## config.mk

```make
export PLATFORM = sky130hd
export DESIGN_NAME = interrupt_and_test_input_logic
export DESIGN_NICKNAME = d
export VERILOG_FILES = /design/src/edge_fall_detect.v /design/src/interrupt_and_test_input_logic.v
export VERILOG_INCLUDE_DIRS = /design/src
export SDC_FILE = /design/constraint.sdc
export NUM_CORES = 1
export LEC_CHECK = 0
export ABC_AREA = 0
export BUFFER_PORTS_ARGS = -buffer_cell sky130_fd_sc_hd__buf_4
export CELL_PAD_IN_SITES_DETAIL_PLACEMENT = 1
export CELL_PAD_IN_SITES_GLOBAL_PLACEMENT = 1
export CORE_ASPECT_RATIO = 0.7
export CORE_MARGIN = 1
export CORE_UTILIZATION = 35
export DETAILED_ROUTE_END_ITERATION = 8
export PLACE_DENSITY = 0.84
export SYNTH_ARGS = -nofsm -noshare
export SYNTH_HDL_FRONTEND = slang
export SYNTH_SLANG_ARGS = --single-unit
export TNS_END_PERCENT = 30
```

## constraint.sdc

```tcl
create_clock -name clk -period 3.4 [get_ports clk]
set_clock_uncertainty 0.15 [all_clocks]
set_input_delay 0.51 -clock clk [delete_from_list [all_inputs] [get_ports clk]]
set_output_delay 0.51 -clock clk [all_outputs]
set_load 0.03 [all_outputs]
```

## src/intc_regs.vh

```
// Constants for the interrupt and test input logic
`ifndef INTC_REGS_VH
`define INTC_REGS_VH
// ==========================================
// Sources and vectors
`define INTC_NSRC 19
`define INTC_IDX_W 5
`define INTC_PRIO_TM_A 5'h10
`define INTC_PRIO_TM_B 5'h11
`define INTC_PRIO_AD 5'h12
`define INTC_VEC_NMI 16'h0004
`define INTC_VEC_BASE 16'h0004
`define INTC_VEC_BRK 16'h003E
`define INTC_PORT_W 8
`endif

```

## src/edge_fall_detect.v

```verilog
// Synchroniser and falling edge detector for a group of pins
`default_nettype none
module edge_fall_detect #(
  parameter WIDTH = 8
) (
  input wire clk,
  input wire reset_n,
  input wire [WIDTH-1:0] pins,
  output reg fall
);
  reg [WIDTH-1:0] sync1;
  reg [WIDTH-1:0] sync2;
  reg [WIDTH-1:0] prev;
  // ==========================================
  // Two stages, then edge compare on settled copy only
  always @(posedge clk or negedge reset_n) begin
    if (!reset_n) begin
      sync1 <= {WIDTH{1'b1}};
      sync2 <= {WIDTH{1'b1}};
      prev <= {WIDTH{1'b1}};
      fall <= 1'b0;
    end else begin
      sync1 <= pins;
      sync2 <= sync1;
      prev <= sync2;
      fall <= |(prev & ~sync2);
    end
  end
endmodule
`default_nettype wire

```

## src/interrupt_and_test_input_logic.v

```verilog
// Interrupt request arbitration and test input flags
// Behaviour
// - Timer A match raises maskable request, priority 16, vector 0024H.
// - Timer B match raises maskable request, priority 17, vector 0026H.
// - Conversion done raises maskable request, priority 18, vector 0028H.
// - Break instruction takes software interrupt, no priority, vector 003EH.
// - Simultaneous maskable requests resolve by priority flag level first, then by default priority, 0 highest.
// - Per source request, mask, priority flags; global enable and in-service flag.
// - Two test sources: watch timer overflow and port 4 pins.
// - Falling edge on any port 4 pin sets the external test flag.
// - Watchdog overflow in watchdog mode raises non-maskable request at 0004H.
// - Seven external pin edges raise priorities 1 to 7, vectors from 0006H.
`default_nettype none
`include "intc_regs.vh"
module interrupt_and_test_input_logic #(
  parameter NSRC = `INTC_NSRC,
  parameter PORT_W = `INTC_PORT_W
) (
  input wire clk,
  input wire reset_n,
  input wire watchdog_overflow_req,
  input wire watchdog_mode_sel,
  input wire [6:0] ext_pin_edge,
  input wire [15:8] periph_req,
  input wire timer8_a_match_req,
  input wire timer8_b_match_req,
  input wire conversion_done_req,
  input wire software_break_insn,
  input wire [NSRC-1:0] mask_flag,
  input wire [NSRC-1:0] priority_select_flag,
  input wire [NSRC-1:0] req_clear,
  input wire global_enable_flag,
  input wire [1:0] test_mask_flag,
  input wire [1:0] test_clear,
  input wire watch_overflow_test,
  input wire [PORT_W-1:0] port4_pins,
  input wire ack,
  output reg [NSRC-1:0] request_flag,
  output reg in_service_level_flag,
  output reg int_pending,
  output reg [15:0] int_vector,
  output reg nmi_pending,
  output reg [1:0] test_flag,
  output reg test_wake
);
  // ==========================================
  // Internal nets and state
  localparam IDX_W = `INTC_IDX_W;
  wire port_fall_test;
  wire [NSRC-1:0] set_vec;
  wire [NSRC-1:0] elig_high;
  wire [NSRC-1:0] elig_low;
  reg [NSRC-1:0] pend_onehot;
  reg [IDX_W-1:0] high_idx;
  reg high_found;
  reg [IDX_W-1:0] low_idx;
  reg low_found;
  reg [IDX_W-1:0] win_idx;
  reg win_level;
  reg win_found;
  reg [IDX_W-1:0] pend_idx;
  reg pend_level;
  reg win_break;
  reg next_int_pending;
  reg [15:0] next_int_vector;
  reg next_win_break;
  reg [IDX_W-1:0] next_pend_idx;
  reg next_pend_level;
  reg next_in_service_level_flag;
  reg next_nmi_pending;
  reg [1:0] next_test_flag;
  reg next_test_wake;
  integer i;
  integer j;
  integer k;
  // ==========================================
  // Port falling edge
  // Pins are asynchronous; the detector synchronises them first
  edge_fall_detect #(.WIDTH(PORT_W)) u_fall (
    .clk(clk),
    .reset_n(reset_n),
    .pins(port4_pins),
    .fall(port_fall_test)
  );
  // ==========================================
  // Request sources; index equals default priority
  assign set_vec[0] = watchdog_overflow_req & ~watchdog_mode_sel;
  assign set_vec[7:1] = ext_pin_edge;
  assign set_vec[15:8] = periph_req;
  assign set_vec[16] = timer8_a_match_req;
  assign set_vec[17] = timer8_b_match_req;
  assign set_vec[18] = conversion_done_req;
  // ==========================================
  // Per source flags, set wins over clear
  genvar g;
  generate
    for (g = 0; g < NSRC; g = g + 1) begin : g_src
      assign elig_high[g] = request_flag[g] & ~mask_flag[g] & ~priority_select_flag[g];
      assign elig_low[g] = request_flag[g] & ~mask_flag[g] & priority_select_flag[g];
      always @(posedge clk or negedge reset_n) begin
        if (!reset_n) begin
          request_flag[g] <= 1'b0;
        end else if (set_vec[g]) begin
          request_flag[g] <= 1'b1;
        end else if (req_clear[g] || (ack && int_pending && !win_break && pend_onehot[g])) begin
          request_flag[g] <= 1'b0;
        end
      end
    end
  endgenerate
  // ==========================================
  // Source shown to the core
  // Clear by the registered index, not the live winner, which may move
  always @* begin
    pend_onehot = {NSRC{1'b0}};
    for (i = 0; i < NSRC; i = i + 1) begin
      if (pend_idx == i[IDX_W-1:0]) begin
        pend_onehot[i] = 1'b1;
      end
    end
  end
  // ==========================================
  // High level group, lowest index wins
  always @* begin
    high_found = 1'b0;
    high_idx = {IDX_W{1'b0}};
    for (j = NSRC - 1; j >= 0; j = j - 1) begin
      if (elig_high[j]) begin
        high_found = 1'b1;
        high_idx = j[IDX_W-1:0];
      end
    end
  end
  // ==========================================
  // Low level group, lowest index wins
  always @* begin
    low_found = 1'b0;
    low_idx = {IDX_W{1'b0}};
    for (k = NSRC - 1; k >= 0; k = k - 1) begin
      if (elig_low[k]) begin
        low_found = 1'b1;
        low_idx = k[IDX_W-1:0];
      end
    end
  end
  // ==========================================
  // Winner; high level group first
  always @* begin
    if (high_found) begin
      win_idx = high_idx;
      win_level = 1'b1;
    end else begin
      win_idx = low_idx;
      win_level = 1'b0;
    end
    // One level flag only, so high level service holds off every maskable request
    win_found = global_enable_flag && in_service_level_flag && (high_found || low_found);
  end
  // ==========================================
  // Non-maskable request, held until the core acknowledges
  always @* begin
    next_nmi_pending = nmi_pending;
    if (watchdog_overflow_req && watchdog_mode_sel) begin
      next_nmi_pending = 1'b1;
    end else if (ack && nmi_pending) begin
      next_nmi_pending = 1'b0;
    end
  end
  // ==========================================
  // Maskable and break request to the core
  // Break freezes the vector until acked, so a later maskable cannot hide it
  always @* begin
    next_int_pending = int_pending;
    next_int_vector = int_vector;
    next_win_break = win_break;
    next_pend_idx = pend_idx;
    next_pend_level = pend_level;
    next_in_service_level_flag = in_service_level_flag;
    if (software_break_insn) begin
      next_int_pending = 1'b1;
      next_win_break = 1'b1;
      next_int_vector = `INTC_VEC_BRK;
    end else if (ack && int_pending) begin
      next_int_pending = 1'b0;
      next_win_break = 1'b0;
      if (!win_break) begin
        next_in_service_level_flag = ~pend_level;
      end
    end else if (!win_break) begin
      next_int_pending = win_found;
      next_int_vector = `INTC_VEC_BASE + {{(15 - IDX_W){1'b0}}, win_idx, 1'b0};
      next_pend_idx = win_idx;
      next_pend_level = win_level;
    end
  end
  // ==========================================
  // Core side registers
  always @(posedge clk or negedge reset_n) begin
    if (!reset_n) begin
      int_pending <= 1'b0;
      int_vector <= 16'h0000;
      nmi_pending <= 1'b0;
      win_break <= 1'b0;
      pend_idx <= {IDX_W{1'b0}};
      pend_level <= 1'b0;
      in_service_level_flag <= 1'b1;
    end else begin
      int_pending <= next_int_pending;
      int_vector <= next_int_vector;
      nmi_pending <= next_nmi_pending;
      win_break <= next_win_break;
      pend_idx <= next_pend_idx;
      pend_level <= next_pend_level;
      in_service_level_flag <= next_in_service_level_flag;
    end
  end
  // ==========================================
  // Test flags; mask keeps flag from reaching the core
  always @* begin
    next_test_flag[0] = watch_overflow_test | (test_flag[0] & ~test_clear[0]);
    next_test_flag[1] = port_fall_test | (test_flag[1] & ~test_clear[1]);
    next_test_wake = |(test_flag & ~test_mask_flag);
  end
  always @(posedge clk or negedge reset_n) begin
    if (!reset_n) begin
      test_flag <= 2'b00;
      test_wake <= 1'b0;
    end else begin
      test_flag <= next_test_flag;
      test_wake <= next_test_wake;
    end
  end
endmodule
`default_nettype wire

```

==> summary.md, run 1 <==
| Metric | Value |
|---|---|
| Status | finished clean |
| Wire per inst | approximately 18 microns |
| Final Hold Vio Count | 0 |
| Post-synth top area share | between 20% and 30% |
| Synth-to-Final Area Change | 41.9% |
| Main synth FF type | dfrtp_1 |
| Worst-Skew Late Latency | ~0.33 ns |
| Unrepaired setup endpoints after global routing | no |
| Total track usage | 22.8% |
| Area leader, netlist | dfrtp_1 |
| Share of flip-flops with an asynchronous set or reset | 100% |
| Die W | roughly 120 microns |
| Min Tclk post-route | 2.78 ns |
| Diodes inserted | 0 |
| Worst setup margin | 0.620 ns |
| Root buffer cell | clkbuf_16 |
| Most frequent cell after synthesis | dfrtp_1 |
| Total leakage power | 0.00213 uW |
| CP max stage cell | or4_1 |
| Initial antenna violation count | 0 |
| HP Class | input pin to asynchronous set/reset pin |
| Most Crowded Layer GR | met2 |
| GRT Residual Overflow | 0 |
| Post CTS Setup Buffer Count | 0 |
| Yosys reg bits | 63 |
| Synth cell count leaders | dfrtp_1 (38), inv_1 (37), nand2_1 (32) |
| Setup TNS Final | 0 ns |
| Avg Vias per Cell | 5.18 |
| H-tree depth | 3 |
| Distinct cells, synth | between 50 and 60 |
| CTS tree | done |
| Final ANT Viol Nets | 0 |
| Dpl hpwl | ~8000 microns |
| Placer congestion estimate | a little under 0.9 |
| # DRC | 0 |
| Drt first pass iters | 4 |
| Synth warn | 0 |
| IO buf count | 125 |
| WP data required | 3.46 ns |
| Cell breakdown of the critical path | nor3b_1, or4_1, o211ai_1, a21oi_1, a31oi_1, inv_1, ha_1, xor2_1, o22a_1 |
| Final setup vio count | 0 |
| Core Region | 0.00907 sq mm |
| Final WL | 10700 microns |
| Reg power frac | 36.8% |
| Crit Reg-Reg Startpoint | request_flag[11] |
| Clock buffer depth | 2 |
| Post-synthesis cell count | 331 |
| Mean Syn Cell Area | 9.90 sq um |
| Total CTS buffers | 9 |
| Fraction of layout cells with a size suffix above 1 | 41.8% |
| Clock power frac | 41.6% |
| Final nets | 560 |
| First-pass GRT wire length | 17200 microns |
| PwrDens | between 500 and 600 mW/mm^2 |
| WP data arrival | ~2.8 ns |
| NetSw | 722 uW |
| Worst Setup Start Kind | register |
| Internal Power | 1710 uW |
| Max_slew headroom | roughly a quarter |
| Setup Crit Path Kind | register to register |
| Fmax | 360 MHz |
| Met3 Resource Use GR | 6.25% |
| Clock Sink Count | 63 |
| Combinational power share | 21.6% |
| CTS resizes | 0 |
| Worst-margin pin slew | about 1.1 ns |
| Vias in the first global route | 3309 |
| Final Power | about 2400 uW |
| Pre-CTS setup slack | 0.519 ns |
| Largest net degree at the start of global routing | 64 |
| VDD IR-drop max | 0.000226 V |
| Start point of the critical path | request_flag[11] |
| Grt met1 use | a little under a third |
| CTS clk-pin slew, worst paths | 0.06 ns |
| Initial Util | 36.1% |
| Crit. End Element | register |
| Sequential element share of the synthesized area | 49.1% |
| Routed via count | about 3000 |
| Starting DRT DRC Count | 131 |
| Max Slew Vio Count | 0 |
| Core Rows | 29 |
| Synth Cell Area | 0.00328 sq mm |
| Met2 Use GR | 36.6% |
| Die area | around 0.0098 sq mm |
| Die boundary height | between 80 and 90 microns |
| Period utilization | 81.8% |
| CP max stage delay | around 0.52 ns |
| Post-synth EDFFs | 0 |
| Top-level port count | 136 |
| Cts hold-fix bufs | 0 |
| Maxcap violations | 0 |
| Sw frac | 29.7% |
| CP max FO | 5 |
| Top cells by area, synth | dfrtp_1 (29%), dfstp_2 (20%), a31o_2 (4.8%) |
## cell type report
class	count	area, sq um
Clock buffer	11	243
Clock inverter	5	81.3
Fill cell	1047	4420
Inverter	37	139
Multi-Input combinational cell	227	1480
Sequential cell	63	1610
Tap cell	124	155
Timing Repair Buffer	126	946
## per-layer routing
layer  share of wire, %  vias to the layer above
li1                   -                     1439
met1                 44                     1496
met2                 46                      126
met3                8.8                       12
met4               0.93                        0
met5                  0                        -
## worst paths after layout
check                      slack, ns  cells after the start                to
max in group asynchronous       2.46                      1       nmi_pending
hold / removal                  0.13                      1  request_flag[17]
setup / recovery                0.62                      9     int_vector[4]
min in group clk                0.14                      1   u_fall.sync1[5]
hold reg to reg                 0.20                      0   u_fall.sync2[6]
setup reg to reg                0.62                      9     int_vector[4]
## cells in the final DEF (no fill, tap or decap), drive strengths merged, types with 4 or more instances in the layout
cell type  netlist  final
nor3             4      4
nor3b           21     21
a31o            18     18
clkbuf           3     11
a21oi            6      6
dfstp           25     25
o21ai           13     13
inv             37     37
conb             1     10
or4              4      4
buf             10    126
nor2            16     16
o22ai            6      6
or3b             4      4
nand2           32     32
dfrtp           38     38
nor4             7      7
a21o             4      4
nand3b          19     19
nand4            8      8
a31oi            4      4
and3b            5      5
nand2b           5      5
## cell families after synthesis
logic type | count (synthesis) | synth area share [%]
xor+xnor | 1 | 0.267
mux | 1 | 0.344
compound gates | 72 | 16.1
simple gates | 142 | 26.9
other cells | 1 | 0.114
buf+inv | 50 | 6.87
fa+ha+maj | 1 | 0.382
flops | 63 | 49.1
## state kept, by name, indices dropped and copies added, names as in the netlist
name	flops
int_vector	6
in_service_level_flag	1
u_fall.fall	1
pend_idx	5
nmi_pending	1
u_fall.prev	8
test_wake	1
test_flag	2
u_fall.sync2	8
win_break	1
request_flag	19
pend_level	1
int_pending	1
u_fall.sync1	8
## power groups by stage
stage | clock network (uW) | registers, uW | logic [uW]
2_1_floorplan | 0 | 946 | 228
3_3_place_gp | 0 | 898 | 503
3_5_place_dp | 0 | 904 | 520
4_1_cts | 1030 | 895 | 527
5_1_grt | 1060 | 904 | 568
6_report | 1010 | 895 | 527
## critical path, delay by kind of cell, from the launching register on
family / cells / cell delay (ns)
flip-flops: 1 / 0.41
AND/OR/NAND/NOR: 2 / 0.72
AO/OA/AOI/OAI: 4 / 0.93
adder cells (fa/ha/maj): 1 / 0.20
buffers and inverters: 1 / 0.09
XOR/XNOR: 1 / 0.17
## metrics by stage
step	hold slack, ns	cell area (sq um)	util (%)	std cells
2_1_floorplan	0.0644	3310	-	340
3_3_place_gp	0.195	4330	47.7	577
3_5_place_dp	0.197	4330	47.7	577
4_1_cts	0.127	4650	51.3	593
5_1_grt	0.129	4650	51.3	593
6_report	0.129	4650	51.3	593
Note: power is estimated with default switching activity, not from simulation.
==> inputs of run 2 (changes only) <==
==> constraint.sdc (replaced) <==
create_clock -name clk -period 2.6 [get_ports clk]
set_clock_uncertainty 0.15 [all_clocks]
set_input_delay 0.39 -clock clk [delete_from_list [all_inputs] [get_ports clk]]
set_output_delay 0.39 -clock clk [all_outputs]
set_load 0.03 [all_outputs]
==> summary.md, run 2 (synthesis gave the netlist of run 1 again) <==
| Metric | Value |
|---|---|
| Status | finished clean (unchanged) |
| IO buf count | 125 (unchanged) |
| Avg Vias per Cell | 5.15 (was 5.18) |
| Top reg by flops | request_flag (unchanged) |
| Final ANT Viol Nets | 0 (unchanged) |
| Min Tclk post-route | 2.59 ns (was 2.78 ns) |
| Root buffer cell | clkbuf_16 (unchanged) |
| Worst-margin pin slew | 0.801 ns (was 1.10 ns) |
| H-tree depth | 3 (unchanged) |
| Initial Util | 36.1% (unchanged) |
| Core Region | 0.00907 sq mm (unchanged) |
| Max Slew Vio Count | 0 (unchanged) |
| Core Util, Final | 53.5% (was 51.3%) |
| Max reg flops | 19 (unchanged) |
| Wire per inst | 17.9 microns (was 18.0 microns) |
| Synth-to-Final Area Change | 48.0% (was 41.9%) |
| Die boundary height | 83.0 microns (unchanged) |
| Worst-Skew Late Latency | 0.33 ns (about the same) |
| Period utilization | 99.7% (was 81.8%) |
| CTS tree | done (unchanged) |
| Clock Sink Count | 63 (unchanged) |
| Worst Setup Start Kind | register (unchanged) |
| Clock buffer depth | 2 (unchanged) |
| CP max FO | 5 (unchanged) |
| Initial antenna violation count | 0 (unchanged) |
| GRT Residual Overflow | 0 (unchanged) |
| Fraction of layout cells with a size suffix above 1 | 46.5% (was 41.8%) |
| Final Cell Area | 0.00485 sq mm (was 0.00465 sq mm) |
| Die W | 118 microns (unchanged) |
| Drt first pass iters | 4 (unchanged) |
| Starting DRT DRC Count | 178 (was 131) |
| First-pass GRT wire length | 16900 microns (was 17200 microns) |
| Final Hold Vio Count | 0 (unchanged) |
| Final setup vio count | 0 (unchanged) |
| Total track usage | 22.3% (was 22.8%) |
| Max_slew headroom | 46.5% (was 26.1%) |
| VDD IR-drop max | 0.000295 V (was 0.000226 V) |
| Dpl cell area | 0.00442 sq mm (was 0.00433 sq mm) |
| Crit. End Element | register (unchanged) |
| PwrDens | 654 mW/mm^2 (was 523 mW/mm^2) |
| CTS clk-pin slew, worst paths | 0.06 ns (about the same) |
| # DRC | 0 (unchanged) |
| Final nets | 581 (was 560) |
| Most frequent cells in the layout | buf_4 (147), dfrtp_1 (38), inv_1 (37) (was buf_4 (126), dfrtp_1 (38), inv_1 (37)) |
| Dpl hpwl | 8250 microns (was 8170 microns) |
| Largest net degree at the start of global routing | 64 (unchanged) |
| HP Class | input pin to asynchronous set/reset pin (unchanged) |
| Fillers | 1034 (was 1047) |
| Worst Reg-to-Reg Cells | 9 (unchanged) |
| WP data required | 2.67 ns (was 3.46 ns) |
| Core Rows | 29 (unchanged) |
| Placer congestion estimate | 0.905 (was 0.874) |
| Setup Crit Path Kind | register to register (unchanged) |
| Top-level port count | 136 (unchanged) |
| Vias in the first global route | 3301 (was 3309) |
| Total CTS buffers | 9 (unchanged) |
| Cts hold-fix bufs | 0 (unchanged) |
| Diodes inserted | 0 (unchanged) |
| Final WL | 11000 microns (was 10700 microns) |
| Most common cell after layout, fill and taps aside | buf_4 (unchanged) |
| Routed via count | 3162 (was 3073) |
| Maxcap violations | 0 (unchanged) |
| WP data arrival | 2.66 ns (was 2.84 ns) |
| Die area | 0.00976 sq mm (unchanged) |
| Fmax | 386 MHz (was 360 MHz) |
| Total leakage power | 0.00225 uW (was 0.00213 uW) |
## run 2: cell count changes in the layout (fill, tap and decap cells not counted), moves of 2 or more
cell     delta
nor3b_1     -5
nor3b_2     +4
or3_1       -2
buf_4      +21
or3_4       +2
## run 2: final cells by class
class | instances | area [sq um] | share of cell area [%]
multi-input combinational | 227 | 1540 | 31.7
sequential | 63 | 1610 | 33.2
timing repair buffer | 147 | 1100 | 22.8
tap | 124 | 155 | 3.20
clock buffer | 11 | 253 | 5.21
clock inverter | 5 | 56.3 | 1.16
inverter | 37 | 139 | 2.86
## run 2: worst paths after layout
kind	endpoint	slack, ns	startpoint
setup / recovery	int_vector[4]	0.008	request_flag[12]
hold / removal	test_wake	0.006	reset_n
setup reg to reg	int_vector[4]	0.008	request_flag[12]
hold reg to reg	u_fall.sync2[4]	0.20	u_fall.sync1[4]
max in group asynchronous	win_break	1.79	reset_n
min in group clk	u_fall.sync1[1]	0.02	port4_pins[1]
## run 2: repair_timing
item,in CTS,in global routing
setup buffers,0,9
pin swaps,0,5
resized for setup,1,11
gates cloned,0,0
endpoints found under the hold margin,0,0
setup endpoints to repair,1,4
## run 2: per-layer routing
metal | vias to the layer above | GRT usage (%) | part of all wire, %
li1 | 1484 | - | -
met2 | 119 | 35.4 | 46
met4 | 0 | 4.78 | 0.93
met1 | 1549 | 30.0 | 45
met5 | - | 0 | 0
met3 | 10 | 6.94 | 7.7
## run 2: per-stage QoR
step	TNS [ns]	hold slack (ns)	setup WS [ns]	cells	power [uW]
2_1_floorplan	0	-0.0556	0.0527	340	1530
3_3_place_gp	0	0.196	0.0712	589	1860
3_5_place_dp	0	0.197	0.0233	589	1900
4_1_cts	0	0.0141	0.0219	605	3150
5_1_grt	-0.0825	0.00834	-0.0413	614	3310
6_report	0	0.00593	0.00780	614	3170
## run 2: worst max-delay path, cell delays in order, from the launching register on
cell and delay (ns):
dfrtp_1 0.42, nor3b_2 0.21, or4_1 0.64, a21boi_2 0.24
o21ai_2 0.10, nand2_1 0.11, inv_1 0.06, ha_1 0.20
xor2_1 0.16, o22a_1 0.19
## run 2: power by group
group	internal (uW)	switching (uW)
logic	343	428
registers	1090	80.0
clock network	792	444
==> inputs of run 3 (changes only) <==
--- a/config.mk
+++ b/config.mk
@@ -12,9 +12,9 @@
 export CELL_PAD_IN_SITES_GLOBAL_PLACEMENT = 1
 export CORE_ASPECT_RATIO = 0.7
 export CORE_MARGIN = 1
-export CORE_UTILIZATION = 35
+export CORE_UTILIZATION = 38
 export DETAILED_ROUTE_END_ITERATION = 8
-export PLACE_DENSITY = 0.84
+export PLACE_DENSITY = 0.9
 export SYNTH_ARGS = -nofsm -noshare
 export SYNTH_HDL_FRONTEND = slang
 export SYNTH_SLANG_ARGS = --single-unit
==> constraint.sdc (replaced) <==
create_clock -name clk -period 3 [get_ports clk]
set_clock_uncertainty 0.15 [all_clocks]
set_input_delay 0.45 -clock clk [delete_from_list [all_inputs] [get_ports clk]]
set_output_delay 0.45 -clock clk [all_outputs]
set_load 0.03 [all_outputs]
==> summary.md, run 3 (synthesis gave the netlist of run 1 again) <==
| Metric | Value |
|---|---|
| Setup Crit Path Kind | register to register (unchanged) |
| Cts hold-fix bufs | 0 (unchanged) |
| Total track usage | 25.9% (was 22.3%) |
| Die boundary height | 79.7 microns (was 83.0 microns) |
| Drt first pass iters | 4 (unchanged) |
| Reg power frac | 38.3% (was 36.7%) |
| Max reg flops | 19 (unchanged) |
| WP data arrival | 2.84 ns (was 2.66 ns) |
| H-tree depth | 3 (unchanged) |
| Dpl hpwl | 8290 microns (was 8250 microns) |
| Core Rows | 27 (was 29) |
| Inst Count DP | 560 (was 589) |
| Min Tclk post-route | 2.79 ns (was 2.59 ns) |
| Root buffer cell | clkbuf_16 (unchanged) |
| Top reg by flops | request_flag (unchanged) |
| Core Region | 0.00811 sq mm (was 0.00907 sq mm) |
| Fraction of layout cells with a size suffix above 1 | 42.5% (was 46.5%) |
| Dpl cell area | 0.00434 sq mm (was 0.00442 sq mm) |
| Die area | 0.00900 sq mm (was 0.00976 sq mm) |
| Placer congestion estimate | 0.934 (was 0.905) |
| Top-level port count | 136 (unchanged) |
| Worst Setup Start Kind | register (unchanged) |
| Final nets | 566 (was 581) |
| Clock buffer depth | 2 (unchanged) |
| WP data required | 3.06 ns (was 2.67 ns) |
| Final Cell Area | 0.00463 sq mm (was 0.00485 sq mm) |
| HP Class | input pin to asynchronous set/reset pin (unchanged) |
| Total leakage power | 0.00215 uW (was 0.00225 uW) |
| Initial Util | 40.4% (was 36.1%) |
| Clock power frac | 38.5% (was 39.0%) |
| PwrDens | 573 mW/mm^2 (was 654 mW/mm^2) |
| Final Power | 2660 uW (was 3170 uW) |
| Vias in the first global route | 3302 (was 3301) |
| Wire per inst | 19.2 microns (was 17.9 microns) |
| Post CTS Setup Buffer Count | 0 (unchanged) |
| CTS resizes | 0 (was 1) |
| Final ANT Viol Nets | 0 (unchanged) |
| CTS clk-pin slew, worst paths | 0.06 ns (about the same) |
| Fin cells | 576 (was 614) |
| Final Hold Vio Count | 0 (unchanged) |
| Status | finished clean (unchanged) |
| Final WL | 11000 microns (about the same) |
| CTS tree | done (unchanged) |
| Routed via count | 3136 (was 3162) |
| Crit. End Element | register (unchanged) |
| Setup TNS Final | 0 ns (unchanged) |
| Max_slew headroom | 38.1% (was 46.5%) |
| Diodes inserted | 0 (unchanged) |
| Combinational power share | 23.2% (was 24.3%) |
| Max Slew Vio Count | 0 (unchanged) |
| Final setup vio count | 0 (unchanged) |
| Maxcap violations | 0 (unchanged) |
| IO buf count | 125 (unchanged) |
| Total CTS buffers | 9 (unchanged) |
| Fillers | 914 (was 1034) |
| Most frequent cells in the layout | buf_4 (132), dfrtp_1 (38), inv_1 (37) (was buf_4 (147), dfrtp_1 (38), inv_1 (37)) |
| Most common cell after layout, fill and taps aside | buf_4 (unchanged) |
| Initial antenna violation count | 0 (unchanged) |
| First-pass GRT wire length | 17400 microns (was 16900 microns) |
| Sw frac | 30.6% (was 30.0%) |
| Worst-margin pin slew | 0.920 ns (was 0.801 ns) |
| VDD IR-drop max | 0.000297 V (was 0.000295 V) |
| # DRC | 0 (unchanged) |
| Largest net degree at the start of global routing | 64 (unchanged) |
| GRT Residual Overflow | 0 (unchanged) |
| Period utilization | 92.9% (was 99.7%) |
| Hold_ws | 0.0528 ns (was 0.00593 ns) |
| Unrepaired setup endpoints after global routing | no |
| Internal Power | 1840 uW (was 2220 uW) |
| Die W | 113 microns (was 118 microns) |
| CP max FO | 5 (unchanged) |
| Clock Sink Count | 63 (unchanged) |
| Synth-to-Final Area Change | 41.4% (was 48.0%) |
| NetSw | 813 uW (was 952 uW) |
| Starting DRT DRC Count | 193 (was 178) |
| Fmax | 359 MHz (was 386 MHz) |
| Avg Vias per Cell | 5.44 (was 5.15) |
| Worst-Skew Late Latency | 0.33 ns (about the same) |
==> run 3: changes by cell type in the layout (fill, tap and decap cells not counted), moves of 2 or more <==
cell | before | now
buf_4 | 147 | 132
or3_4 | 2 | 0
nor3b_1 | 15 | 20
or3_1 | 1 | 3
clkbuf_8 | 2 | 0
nor3b_2 | 5 | 1
==> run 3: power by group through the flow <==
stage               registers (uW)  logic (uW)  clock network, uW
global placement              1020         586                  0
finish                        1020         617               1020
floorplan                     1070         258                  0
detailed placement            1020         604                  0
global route                  1030         656               1080
CTS                           1010         615               1040
==> run 3: layer usage <==
layer  vias up  share of wire, %  global-route usage [%]
li1       1456                 -                       -
met1      1523                43                    33.0
met2       141                48                    44.1
met3        16               7.8                    7.44
met4         0               1.3                    5.13
met5         -                 0                       0
==> run 3: worst paths after layout <==
path | depth (start not counted) | from | to | slack (ns)
hold reg to reg | 0 | u_fall.sync1[6] | u_fall.sync2[6] | 0.20
hold / removal | 1 | reset_n | test_wake | 0.05
setup reg to reg | 9 | request_flag[10] | int_vector[4] | 0.21
min in group clk | 1 | port4_pins[5] | u_fall.sync1[5] | 0.08
setup / recovery | 9 | request_flag[10] | int_vector[4] | 0.21
max in group asynchronous | 1 | reset_n | request_flag[0] | 2.11
==> run 3: cell type report <==
type	instances	area [sq um]	area share (%)
clock buffer	10	229	4.94
inverter	37	139	3.00
clock inverter	6	61.3	1.32
timing repair buffer	132	991	21.4
tap	101	126	2.73
sequential	63	1610	34.7
multi-input combinational	227	1480	31.9
==> run 3: stage by stage <==
step	worst slack, ns	utilization, %
4_1_cts	0.253	57.1
3_5_place_dp	0.176	53.5
6_report	0.212	57.1
5_1_grt	0.0685	57.1
3_3_place_gp	0.346	53.5
2_1_floorplan	0.453	-
==> run 3: critical path, stage by stage, from the launching register on <==
cell and delay, ns:
dfrtp_1 0.41, nor3b_1 0.20, or4_1 0.52, o211ai_1 0.26
a21oi_1 0.12, a31oi_1 0.34, inv_1 0.09, ha_1 0.20
xor2_1 0.16, o22a_1 0.20
